`src/rtcaim_pkg.sv`:
```
// Purpose: shared constants for the rtc alarm, interrupt and supply monitor
// Assumes: 10 MHz clock, registers reached by 4-bit index with 8-bit data
// Notes: timing counts are derived from times in their own unit
package rtcaim_pkg;
    // register indices
    localparam logic [3:0] REG_CTRL1_IDX = 4'he;
    localparam logic [3:0] REG_CTRL2_IDX = 4'hf;
    // control 1 fields
    localparam int C1_WEEKDAY_ALARM_ENABLE_BIT = 7;
    localparam int C1_DAILY_ALARM_ENABLE_BIT = 6;
    localparam int C1_MISC_HI = 5;
    localparam int C1_MISC_LO = 3;
    localparam int C1_PSEL_HI = 2;
    localparam int C1_PSEL_LO = 0;
    // control 2 fields
    localparam int C2_BATTERY_THRESHOLD_SELECT_BIT = 7;
    localparam int C2_BLOW_BIT = 6;
    localparam int C2_PERIODIC_FLAG_BIT = 2;
    localparam int C2_WEEKDAY_ALARM_FLAG_BIT = 1;
    localparam int C2_DAILY_ALARM_FLAG_BIT = 0;
    // reset values
    localparam logic [7:0] DATA_ZERO = 8'h00;
    localparam logic [2:0] MISC_RESET = 3'h0;
    // sub-second phase bits for pulse waveforms
    localparam int PHASE_2HZ_BIT = 0;
    localparam int PHASE_1HZ_BIT = 1;
    // periodic select encodings
    typedef enum logic [2:0] {
        PSEL_OFF = 3'b000,
        PSEL_FIXED_LOW = 3'b001,
        PSEL_PULSE_2HZ = 3'b010,
        PSEL_PULSE_1HZ = 3'b011,
        PSEL_LEVEL_SEC = 3'b100,
        PSEL_LEVEL_MIN = 3'b101,
        PSEL_LEVEL_HOUR = 3'b110,
        PSEL_LEVEL_MONTH = 3'b111
    } rtcaim_psel_t;
    // timing
    localparam int CLK_HZ = 10_000_000;
    localparam real SAMPLE_WINDOW_MS = 7.8;
    localparam int SAMPLE_WINDOW_CYC = int'($floor(SAMPLE_WINDOW_MS * CLK_HZ / 1000.0));
    localparam real RESET_RELEASE_DELAY_MS = 100.0;
    localparam int RESET_RELEASE_DELAY_CYC = int'($ceil(RESET_RELEASE_DELAY_MS * CLK_HZ / 1000.0));
endpackage

```
`src/rtcaim_batt_sampler.sv`:
```
// Purpose: once-per-second battery supply sampler with short window
// Assumes: sec_tick is a one-cycle pulse at each second increment
// Notes: comparator enabled only inside the window to save current
`timescale 1ns/1ps
module rtcaim_batt_sampler #(
    parameter int WINDOW_CYC = rtcaim_pkg::SAMPLE_WINDOW_CYC
) (
    input wire logic clk,
    input wire logic nrst,
    input wire logic sec_tick,
    input wire logic suspend,
    input wire logic threshold_select,
    input wire logic batt_above_high,
    input wire logic batt_above_low,
    output logic cmp_enable,
    output logic low_detect
);
    import rtcaim_pkg::*;
    localparam int CW = $clog2(WINDOW_CYC + 1);
    localparam logic [CW-1:0] LAST = CW'(WINDOW_CYC - 1);

    typedef struct packed {
        logic active;
        logic [CW-1:0] cnt;
        logic low;
    } rtcaim_bs_t;

    rtcaim_bs_t s_reg;
    rtcaim_bs_t s_next;
    logic below;

    // one threshold for both directions, picked by select bit
    assign below = threshold_select ? ~batt_above_low : ~batt_above_high;

    // window sequencing and end-of-window sample
    always_comb begin
        s_next = s_reg;
        s_next.low = 1'b0;
        if (s_reg.active) begin
            if (suspend) begin
                s_next.active = 1'b0;
            end else if (s_reg.cnt == LAST) begin
                s_next.active = 1'b0;
                s_next.low = below;
            end else begin
                s_next.cnt = s_reg.cnt + CW'(1);
            end
        end else if (sec_tick && !suspend) begin
            s_next.active = 1'b1;
            s_next.cnt = '0;
        end
    end

    // state register
    always_ff @(posedge clk or negedge nrst) begin
        if (!nrst) begin
            s_reg <= '0;
        end else begin
            s_reg <= s_next;
        end
    end

    assign cmp_enable = s_reg.active;
    assign low_detect = s_reg.low;
endmodule // rtcaim_batt_sampler

```
`src/rtcaim_monitor.sv`:
```
// Purpose: alarm, periodic interrupt, flag registers and supply monitors
// Assumes: time counters and sub-second phase come from the counter chain
// Notes: interrupt and host reset pins are open drain, driven low only
`timescale 1ns/1ps
module rtcaim_monitor #(
    parameter int RESET_DELAY_CYC = rtcaim_pkg::RESET_RELEASE_DELAY_CYC,
    parameter int SAMPLE_CYC = rtcaim_pkg::SAMPLE_WINDOW_CYC
) (
    input wire logic clk,
    input wire logic nrst,
    // register port
    input wire logic [3:0] reg_addr,
    input wire logic reg_wr,
    input wire logic reg_rd,
    input wire logic [7:0] reg_wdata,
    output logic [7:0] reg_rdata,
    // running time counters
    input wire logic [2:0] cur_weekday,
    input wire logic [5:0] cur_hour,
    input wire logic [6:0] cur_minute,
    // alarm settings
    input wire logic [6:0] alarm_w_weekdays,
    input wire logic [5:0] alarm_w_hour,
    input wire logic [6:0] alarm_w_minute,
    input wire logic [5:0] alarm_d_hour,
    input wire logic [6:0] alarm_d_minute,
    // counter chain events
    input wire logic sec_tick,
    input wire logic min_tick,
    input wire logic hour_tick,
    input wire logic month_tick,
    input wire logic [1:0] sub_second,
    // supply and oscillator status
    input wire logic main_supply_ok,
    input wire logic osc_running,
    input wire logic batt_above_high,
    input wire logic batt_above_low,
    output logic batt_cmp_enable,
    // interrupt pin, open drain
    input wire logic interrupt_out_n_in,
    output logic interrupt_out_n_out,
    output logic interrupt_out_n_oe,
    // host reset pin, open drain
    input wire logic host_reset_out_n_in,
    output logic host_reset_out_n_out,
    output logic host_reset_out_n_oe
);
    import rtcaim_pkg::*;

    localparam int RW = $clog2(RESET_DELAY_CYC + 1);
    localparam logic [RW-1:0] DELAY_LAST = RW'(RESET_DELAY_CYC - 1);

    // whole module state
    typedef struct packed {
        logic weekday_alarm_enable;
        logic daily_alarm_enable;
        logic [2:0] misc;
        logic [2:0] psel;
        logic battery_threshold_select;
        logic batt_low;
        logic periodic_flag;
        logic weekday_alarm_flag;
        logic daily_alarm_flag;
        logic match_w_prev;
        logic match_d_prev;
        logic [RW-1:0] rst_cnt;
        logic host_low;
        logic int_low;
        logic cmp_en;
        logic [7:0] rdata;
    } rtcaim_state_t;

    rtcaim_state_t s_reg;
    rtcaim_state_t s_next;

    logic match_w;
    logic match_d;
    logic match_w_rise;
    logic match_d_rise;
    logic periodic_event;
    logic pulse_low;
    logic periodic_low;
    logic level_mode;
    logic wr_c1;
    logic wr_c2;
    logic batt_low_detect;
    logic batt_cmp_en_raw;
    logic [7:0] c1_view;
    logic [7:0] c2_view;

    // register index decode, used for reads and writes
    function automatic logic idx_hit(input logic [3:0] a, input logic [3:0] idx);
        idx_hit = (a == idx);
    endfunction

    // weekday bit of a one-hot weekday mask
    function automatic logic day_selected(input logic [6:0] mask, input logic [2:0] day);
        day_selected = mask[day];
    endfunction

    assign wr_c1 = reg_wr && idx_hit(reg_addr, REG_CTRL1_IDX);
    assign wr_c2 = reg_wr && idx_hit(reg_addr, REG_CTRL2_IDX);

    // alarm comparators against running counters
    assign match_w = day_selected(alarm_w_weekdays, cur_weekday)
                     && (alarm_w_hour == cur_hour)
                     && (alarm_w_minute == cur_minute);
    assign match_d = (alarm_d_hour == cur_hour)
                     && (alarm_d_minute == cur_minute);

    // only a fresh match counts, not one already standing at enable
    assign match_w_rise = match_w && !s_reg.match_w_prev && s_reg.weekday_alarm_enable;
    assign match_d_rise = match_d && !s_reg.match_d_prev && s_reg.daily_alarm_enable;

    // periodic event and level mode select
    always_comb begin
        level_mode = 1'b1;
        case (rtcaim_psel_t'(s_reg.psel))
            PSEL_LEVEL_SEC: periodic_event = sec_tick;
            PSEL_LEVEL_MIN: periodic_event = min_tick;
            PSEL_LEVEL_HOUR: periodic_event = hour_tick;
            PSEL_LEVEL_MONTH: periodic_event = month_tick;
            default: begin
                periodic_event = 1'b0;
                level_mode = 1'b0;
            end
        endcase
    end

    // pulse waveforms, low in first half of each period
    always_comb begin
        case (rtcaim_psel_t'(s_reg.psel))
            PSEL_PULSE_2HZ: pulse_low = !sub_second[PHASE_2HZ_BIT];
            PSEL_PULSE_1HZ: pulse_low = !sub_second[PHASE_1HZ_BIT];
            default: pulse_low = 1'b0;
        endcase
    end

    // periodic contribution to the interrupt pin
    always_comb begin
        case (rtcaim_psel_t'(s_reg.psel))
            PSEL_OFF: periodic_low = 1'b0;
            PSEL_FIXED_LOW: periodic_low = 1'b1;
            PSEL_PULSE_2HZ: periodic_low = pulse_low;
            PSEL_PULSE_1HZ: periodic_low = pulse_low;
            default: periodic_low = 1'b0; // level modes use the next flag below
        endcase
    end

    // register read views
    always_comb begin
        c1_view = DATA_ZERO;
        c1_view[C1_WEEKDAY_ALARM_ENABLE_BIT] = s_reg.weekday_alarm_enable;
        c1_view[C1_DAILY_ALARM_ENABLE_BIT] = s_reg.daily_alarm_enable;
        c1_view[C1_MISC_HI:C1_MISC_LO] = s_reg.misc;
        c1_view[C1_PSEL_HI:C1_PSEL_LO] = s_reg.psel;
    end

    always_comb begin
        c2_view = DATA_ZERO;
        c2_view[C2_BATTERY_THRESHOLD_SELECT_BIT] = s_reg.battery_threshold_select;
        c2_view[C2_BLOW_BIT] = s_reg.batt_low;
        c2_view[C2_PERIODIC_FLAG_BIT] = s_reg.periodic_flag || pulse_low;
        c2_view[C2_WEEKDAY_ALARM_FLAG_BIT] = s_reg.weekday_alarm_flag;
        c2_view[C2_DAILY_ALARM_FLAG_BIT] = s_reg.daily_alarm_flag;
    end

    // battery window sampler
    rtcaim_batt_sampler #(
        .WINDOW_CYC(SAMPLE_CYC)
    ) u_batt (
        .clk(clk),
        .nrst(nrst),
        .sec_tick(sec_tick),
        .suspend(s_reg.batt_low),
        .threshold_select(s_reg.battery_threshold_select),
        .batt_above_high(batt_above_high),
        .batt_above_low(batt_above_low),
        .cmp_enable(batt_cmp_en_raw),
        .low_detect(batt_low_detect)
    );

    // next state of the whole block
    always_comb begin
        s_next = s_reg;
        s_next.match_w_prev = match_w;
        s_next.match_d_prev = match_d;
        s_next.cmp_en = batt_cmp_en_raw;

        // control 1 writes; enables stay as written
        if (wr_c1) begin
            s_next.weekday_alarm_enable = reg_wdata[C1_WEEKDAY_ALARM_ENABLE_BIT];
            s_next.daily_alarm_enable = reg_wdata[C1_DAILY_ALARM_ENABLE_BIT];
            s_next.misc = reg_wdata[C1_MISC_HI:C1_MISC_LO];
            s_next.psel = reg_wdata[C1_PSEL_HI:C1_PSEL_LO];
        end

        // control 2 writes: flags accept only a clearing 0
        if (wr_c2) begin
            s_next.battery_threshold_select = reg_wdata[C2_BATTERY_THRESHOLD_SELECT_BIT];
            if (!reg_wdata[C2_BLOW_BIT]) begin
                s_next.batt_low = 1'b0;
            end
            if (!reg_wdata[C2_PERIODIC_FLAG_BIT]) begin
                s_next.periodic_flag = 1'b0;
            end
            if (!reg_wdata[C2_WEEKDAY_ALARM_FLAG_BIT]) begin
                s_next.weekday_alarm_flag = 1'b0;
            end
            if (!reg_wdata[C2_DAILY_ALARM_FLAG_BIT]) begin
                s_next.daily_alarm_flag = 1'b0;
            end
        end

        // hardware sets win over a clear in the same cycle
        if (batt_low_detect) begin
            s_next.batt_low = 1'b1;
        end
        if (periodic_event) begin
            s_next.periodic_flag = 1'b1;
        end
        if (match_w_rise) begin
            s_next.weekday_alarm_flag = 1'b1;
        end
        if (match_d_rise) begin
            s_next.daily_alarm_flag = 1'b1;
        end

        // interrupt pin is an or of all active-low sources; level flag drives pin in the same cycle it sets
        s_next.int_low = (s_next.weekday_alarm_flag && s_next.weekday_alarm_enable)
                         || (s_next.daily_alarm_flag && s_next.daily_alarm_enable)
                         || (level_mode && s_next.periodic_flag)
                         || periodic_low;

        // main supply monitor, looked at every cycle
        if (!main_supply_ok) begin
            s_next.host_low = 1'b1;
            s_next.rst_cnt = '0;
        end else if (s_reg.host_low) begin
            if (!osc_running) begin
                s_next.rst_cnt = '0;
            end else if (s_reg.rst_cnt == DELAY_LAST) begin
                s_next.host_low = 1'b0;
            end else begin
                s_next.rst_cnt = s_reg.rst_cnt + RW'(1);
            end
        end

        // registered read data, held between reads
        if (reg_rd) begin
            if (idx_hit(reg_addr, REG_CTRL1_IDX)) begin
                s_next.rdata = c1_view;
            end else if (idx_hit(reg_addr, REG_CTRL2_IDX)) begin
                s_next.rdata = c2_view;
            end else begin
                s_next.rdata = DATA_ZERO;
            end
        end
    end

    // state register; host reset held low from reset until delay expires
    always_ff @(posedge clk or negedge nrst) begin
        if (!nrst) begin
            s_reg <= '0;
            s_reg.host_low <= 1'b1;
            s_reg.misc <= MISC_RESET;
            s_reg.rdata <= DATA_ZERO;
        end else begin
            s_reg <= s_next;
        end
    end

    // pin drive: value always low, enable pulls the line
    assign interrupt_out_n_out = 1'b0;
    assign interrupt_out_n_oe = s_reg.int_low;
    assign host_reset_out_n_out = 1'b0;
    assign host_reset_out_n_oe = s_reg.host_low;
    assign batt_cmp_enable = s_reg.cmp_en;
    assign reg_rdata = s_reg.rdata;
endmodule // rtcaim_monitor

```
`config.mk`:
```
export PLATFORM = sky130hd
export DESIGN_NAME = rtcaim_monitor
export DESIGN_NICKNAME = d
export VERILOG_FILES = /design/src/rtcaim_pkg.sv /design/src/rtcaim_batt_sampler.sv /design/src/rtcaim_monitor.sv
export SDC_FILE = /design/constraint.sdc
export NUM_CORES = 1
export LEC_CHECK = 0
export BUFFER_PORTS_ARGS = -buffer_cell sky130_fd_sc_hd__buf_2
export CORE_MARGIN = 5
export CORE_UTILIZATION = 52
export DETAILED_ROUTE_END_ITERATION = 7
export PLACE_DENSITY = 0.84
export SKIP_CTS_REPAIR_TIMING = 1
export SYNTH_ARGS = -nofsm -noshare
export SYNTH_HDL_FRONTEND = slang
export SYNTH_SLANG_ARGS = --single-unit
```
`constraint.sdc`:
```
create_clock -name clk -period 2.05 [get_ports clk]
set_input_delay 0.205 -clock clk [delete_from_list [all_inputs] [get_ports clk]]
set_output_delay 0.205 -clock clk [all_outputs]
set_load 0.03 [all_outputs]
```
**Yosys cells after proc, flatten, opt, wreduce, memory -nomap -nowiden**

Index checks and enable logic that the tools add are counted.

- Bits in registers: 65
- Bits in latches: 0
- Memory bits (writable): 0
- Memory bits (read-only): 0
- Input bits: 77
- Output and inout port bits: 13
- Word-level logic and storage cells: 106
- Memories: 0

- Add/sub/neg operators: 2
- Multipliers: 0
- Div/mod/pow operators: 0
- Magnitude comparators: 1
- Eq/ne operators: 20
- Shifts and indexed selects: 0
- Mux-type cells: 33
- Bitwise gates (word level): 2
- Reductions and logical operators: 29

Operators with widths:

| cell | count |
|---|---|
| $mux W18 | 3 |
| $mux W21 | 2 |
| $mux W20 | 2 |
| $mux W8 | 3 |
| $add A20 B1 Y20 const B | 1 |
| $eq A20 B20 Y1 const B | 1 |
| $add A17 B1 Y17 const B | 1 |
| $eq A17 B17 Y1 const B | 1 |
| $mux W1 | 17 |
| $mux W17 | 1 |
| $eq A7 B7 Y1 | 2 |
| $logic_and A1 B1 Y1 | 13 |
| $eq A3 B3 Y1 const B | 4 |
| $eq A6 B6 Y1 | 2 |
| $eq A4 B4 Y1 const B | 2 |
| $eq A3 B2 Y1 const B | 2 |
| $logic_not A1 Y1 | 5 |
| $logic_or A1 B1 Y1 | 4 |
| $lt A3 B4 Y1 const B | 1 |
| $mux W4 | 1 |
| $ne A2 B1 Y1 const B | 2 |
| $ne A2 B2 Y1 const B | 2 |
| $pmux W1 S2 | 2 |
| $pmux W1 S4 | 1 |
| other kinds (9) | 12 |

**Longest topological paths before layout**

- Depth after elaboration: 11
- Depth in mapped cells: 8
- Depth with buffers taken out: 7

**Cells and area by module**

Synthesis repeated with hierarchy kept, for this count alone.

- Cell total of the unflattened synthesis: 395
- Area, all modules: 3769.9 µm²

By module, submodules not included:

| module | times used | cells each | area each (µm²) | seq. area each (µm²) |
|---|---|---|---|---|
| rtcaim_monitor | 1 | 277 | 2700.1 | 1152.4 |
| rtcaim_batt_sampler | 1 | 118 | 1069.8 | 475.5 |

**Worst setup path before layout**

No wires, ideal clock.

- Kind: register -> register
- Start point: register u_batt.s_reg[1] (netlist bit)
- End point: register u_batt.s_reg[13] (netlist bit)
- Library setup time: 132 ps
- Arrival time: 1639 ps
- Data required time: 1918 ps
- Setup slack: 279 ps
- Stages on the path, launching flop included: 9
- Buffers on the path: 1
- Period minus slack after synthesis: 1771 ps
- Cells stage by stage: dfrtp_1 -> ha_1 -> nand4bb_1 -> nor4b_1 -> a31oi_1 -> buf_2 -> nand4_1 -> xor2_1 -> nor2_1

- Cells in the longest elaborated chain, start to end: 4

RTL lines:

| element | line | RTL |
|---|---|---|
| start, declared | rtcaim_batt_sampler.sv:28 | `rtcaim_bs_t s_reg;` |
| start signal, assigned | rtcaim_batt_sampler.sv:59 | `s_reg <= s_next;` |
| $add A17 B1 Y17 | rtcaim_batt_sampler.sv:46 | `s_next.cnt = s_reg.cnt + CW'(1);` |
| $mux W17 | rtcaim_batt_sampler.sv:42 | `end else if (s_reg.cnt == LAST) begin` |
| $mux W18 | rtcaim_batt_sampler.sv:40 | `if (suspend) begin` |
| $mux W18 | rtcaim_batt_sampler.sv:39 | `if (s_reg.active) begin` |

Several ways; a longest one is shown, not always the timed one. The select of a mux whose other input is x is not followed.
A chain may end at the register's enable or synchronous reset.

**Worst setup path after layout**

- Start point: register u_batt.s_reg[2] (netlist bit)
- End point: register u_batt.s_reg[17] (netlist bit)

The elaborated chain is that of the path after synthesis.

==> impl_metrics.json <==
{
  "synth_area_um2": 3700,
  "critical_path.endpoint_type": "register",
  "die_y_um": 94.3,
  "path_class": "register to register",
  "start_util": 0.538,
  "track_usage": 0.219,
  "cpLargestDelayFamily": "simple AND/OR/NAND/NOR gates",
  "clk_pin_slew_ps": 70,
  "dieArea_um2": 8900,
  "ir_drop_mv": 0.561,
  "final_layout_size_suffix_gt1_frac": 0.317,
  "dp_hpwl_um": 6870,
  "required_ps": 2260,
  "cts_tree": "done",
  "layoutNonFillerInstCount": 579,
  "cp_max_fo": 10,
  "finalCritPeriodShare": 0.942,
  "p_int_uw": 2380,
  "die_w_um": 94.3,
  "postRouteAntennaNets": 0,
  "synth_area_leader_cell": "dfrtp_1",
  "crit_buf_inv": 1,
  "power_density_nw_per_um2": 741,
  "htreeDepth": 3,
  "clk_path_buf_depth": 2,
  "leakage_uw": 0.00203,
  "final_hold_viol_count": 0,
  "ys_types": 53,
  "finalClockSkew_ps": 8.79,
  "clock_sinks": 65,
  "num_rows": 30,
  "fin_util": 0.658,
  "final_common_cell": "buf_2",
  "startpoint_type": "register",
  "crit_chain": "ha_1, nand4bb_1, nor4b_2, a31oi_1, buf_4, nand4_1, xor2_1, nor2_1",
  "yosysTopAreaCellShare": 0.433,
  "core_um2": 6870,
  "numCtsBuffers": 9,
  "critPathMaxStageDelay_ps": 400,
  "p_sw_frac": 0.290,
  "dp.cells": 562,
  "grt_max_degree": 52,
  "status": "complete, no violations",
  "synth-seq-area-share": 0.440,
  "avgSynthCellArea_um2": 9.63,
  "synthFlopType": "dfrtp_1",
  "p_comb_frac": 0.181,
  "drv_cap": 0,
  "seqPwrFrac": 0.447,
  "tightest_slew_ps": 507,
  "synthCells": 384,
  "pwr-share-clk": 0.373,
  "cpMaxStageDelayCell": "dfrtp_1",
  "drv_slew": 0,
  "routed_wl_um": 9160,
  "largest_reg_flops": 23,
  "setup_viol": 0,
  "diodes": 0,
  "route.vias.total": 3226,
  "yosysWarningCount": 0,
  "hold_class": "primary input to register",
  "ys_ff_latch": 65,
  "clk_latency_ps": 350,
  "final_area_um2": 4520,
  "nets": 557,
  "gp_congestion": 0.865,
  "max_clock_freq_mhz": 518,
  "clockRootBuffer": "clkbuf_8",
  "area_growth_pct": 22.3,
  "io_pins": 90,
  "async_flop_share": 1.00,
  "final_cell_mix": "buf_2 (85), dfrtp_1 (64), nand2_1 (31)",
  "fin_tns_setup_ps": 0,
  "port_buffers": 85,
  "critPathArrivalTime_ps": 2140,
  "grt_pass1_wl_um": 15300,
  "synthTopCellsByArea": "dfrtp_1 (43%), xor2_1 (5.0%), mux2_2 (4.6%), o21ai_0 (4.1%), xnor2_1 (3.6%)",
  "power.switching_uw": 970,
  "first_iter_violations": 172,
  "drt-pass1-iter-count": 4,
  "viasPerCell": 5.57,
  "grt_pass1_vias": 3325,
  "drcViolationCount": 0,
  "detail_route.wl_per_cell_um": 15.8,
  "slew_headroom": 0.658,
  "placed_area_um2": 4260,
  "gr-total-overflow": 0,
  "min_period_ps": 1930,
  "synth_edf_count": 0,
  "rsz0062_at_grt": "yes",
  "antenna_found_initial": 0
}
worst reg2reg max path, stage by stage, from the launching register on:
cell	delay (ps)
dfrtp_1	400
ha_1	200
nand4bb_1	130
nor4b_2	350
a31oi_1	180
buf_4	210
nand4_1	110
xor2_1	150
nor2_1	70
cell usage after synthesis (all sizes together), types with 2 or more instances:
| library cell | n |
|---|---|
| nor3b | 5 |
| a21oi | 12 |
| nor2b | 9 |
| xnor2 | 15 |
| mux2i | 4 |
| nand3b | 2 |
| mux2 | 15 |
| a22o | 3 |
| inv | 16 |
| or2 | 3 |
| nand4 | 14 |
| nor4b | 4 |
| nor2 | 23 |
| buf | 15 |
| a21boi | 4 |
| o31ai | 3 |
| nand2 | 32 |
| nor3 | 7 |
| xor2 | 21 |
| nand3 | 22 |
| and4 | 4 |
| mux4 | 2 |
| o41ai | 4 |
| ha | 2 |
| nor4 | 6 |
| a31oi | 6 |
| clkbuf | 5 |
| o21ai | 31 |
| nand2b | 4 |
| dfrtp | 64 |
| a22oi | 2 |
| o2111ai | 2 |
| and2 | 3 |
| and3 | 6 |
metal layers:
metal | global-route usage | vias up | part of all wire | wire length (um)
li1 | - | 1563 | - | -
met1 | 0.265 | 1507 | 0.41 | 3710
met2 | 0.376 | 139 | 0.50 | 4590
met3 | 0.0505 | 17 | 0.069 | 630
met4 | 0.0915 | 0 | 0.024 | 223
met5 | 0 | - | 0 | 0
power groups by stage:
| stage | clock network (uW) | registers [uW] | logic, uW |
|---|---|---|---|
| 2_1_floorplan | 0 | 1520 | 342 |
| 3_3_place_gp | 0 | 1510 | 571 |
| 3_5_place_dp | 0 | 1520 | 597 |
| 4_1_cts | 1270 | 1500 | 601 |
| 5_1_grt | 1320 | 1510 | 665 |
| 6_report | 1250 | 1500 | 606 |
cells by family after synthesis:
| group | Yosys count | synth area share |
|---|---|---|
| multiplexers | 21 | 0.0687 |
| adder cells (fa/ha/maj) | 2 | 0.00677 |
| XOR/XNOR | 36 | 0.0853 |
| AND/OR/NAND/NOR | 149 | 0.222 |
| buffers and inverters | 36 | 0.0497 |
| flip-flops | 65 | 0.440 |
| other | 1 | 0.00101 |
| AO/OA/AOI/OAI | 74 | 0.126 |
stage by stage:
step	total power, uW	hold slack (ps)	setup WS, ps
3_3_place_gp	2080	157	174
5_1_grt	3490	69.5	-18.7
6_report	3350	59.9	118
2_1_floorplan	1860	-90.6	279
4_1_cts	3370	-227	2.46
3_5_place_dp	2120	162	51.5
layout make-up:
type	instances	area [um^2]
fill	546	2350
multi-input combinational	284	1920
sequential	65	1630
timing repair buffer	102	568
clock buffer	10	138
tap	96	120
clock inverter	6	91.3
inverter	16	60.1
worst paths after layout:
check,startpoint,cells after the start,to,slack (ps)
min in group asynchronous,nrst,2,s_reg[23]$_DFFE_PN0P_,300
worst max register to register,u_batt.s_reg[2]$_DFFE_PN0P_,8,u_batt.s_reg[17]$_DFFE_PN0P_,120
worst min register to register,u_batt.low_detect$_DFF_PN0_,1,c2_view[6]$_DFFE_PN0P_,450
max in group asynchronous,nrst,3,host_reset_out_n_oe$_DFF_PN1_,1100
worst max-delay path,u_batt.s_reg[2]$_DFFE_PN0P_,8,u_batt.s_reg[17]$_DFFE_PN0P_,120
worst min-delay path,batt_above_low,2,u_batt.low_detect$_DFF_PN0_,60
(Power assumes the default switching activity.)
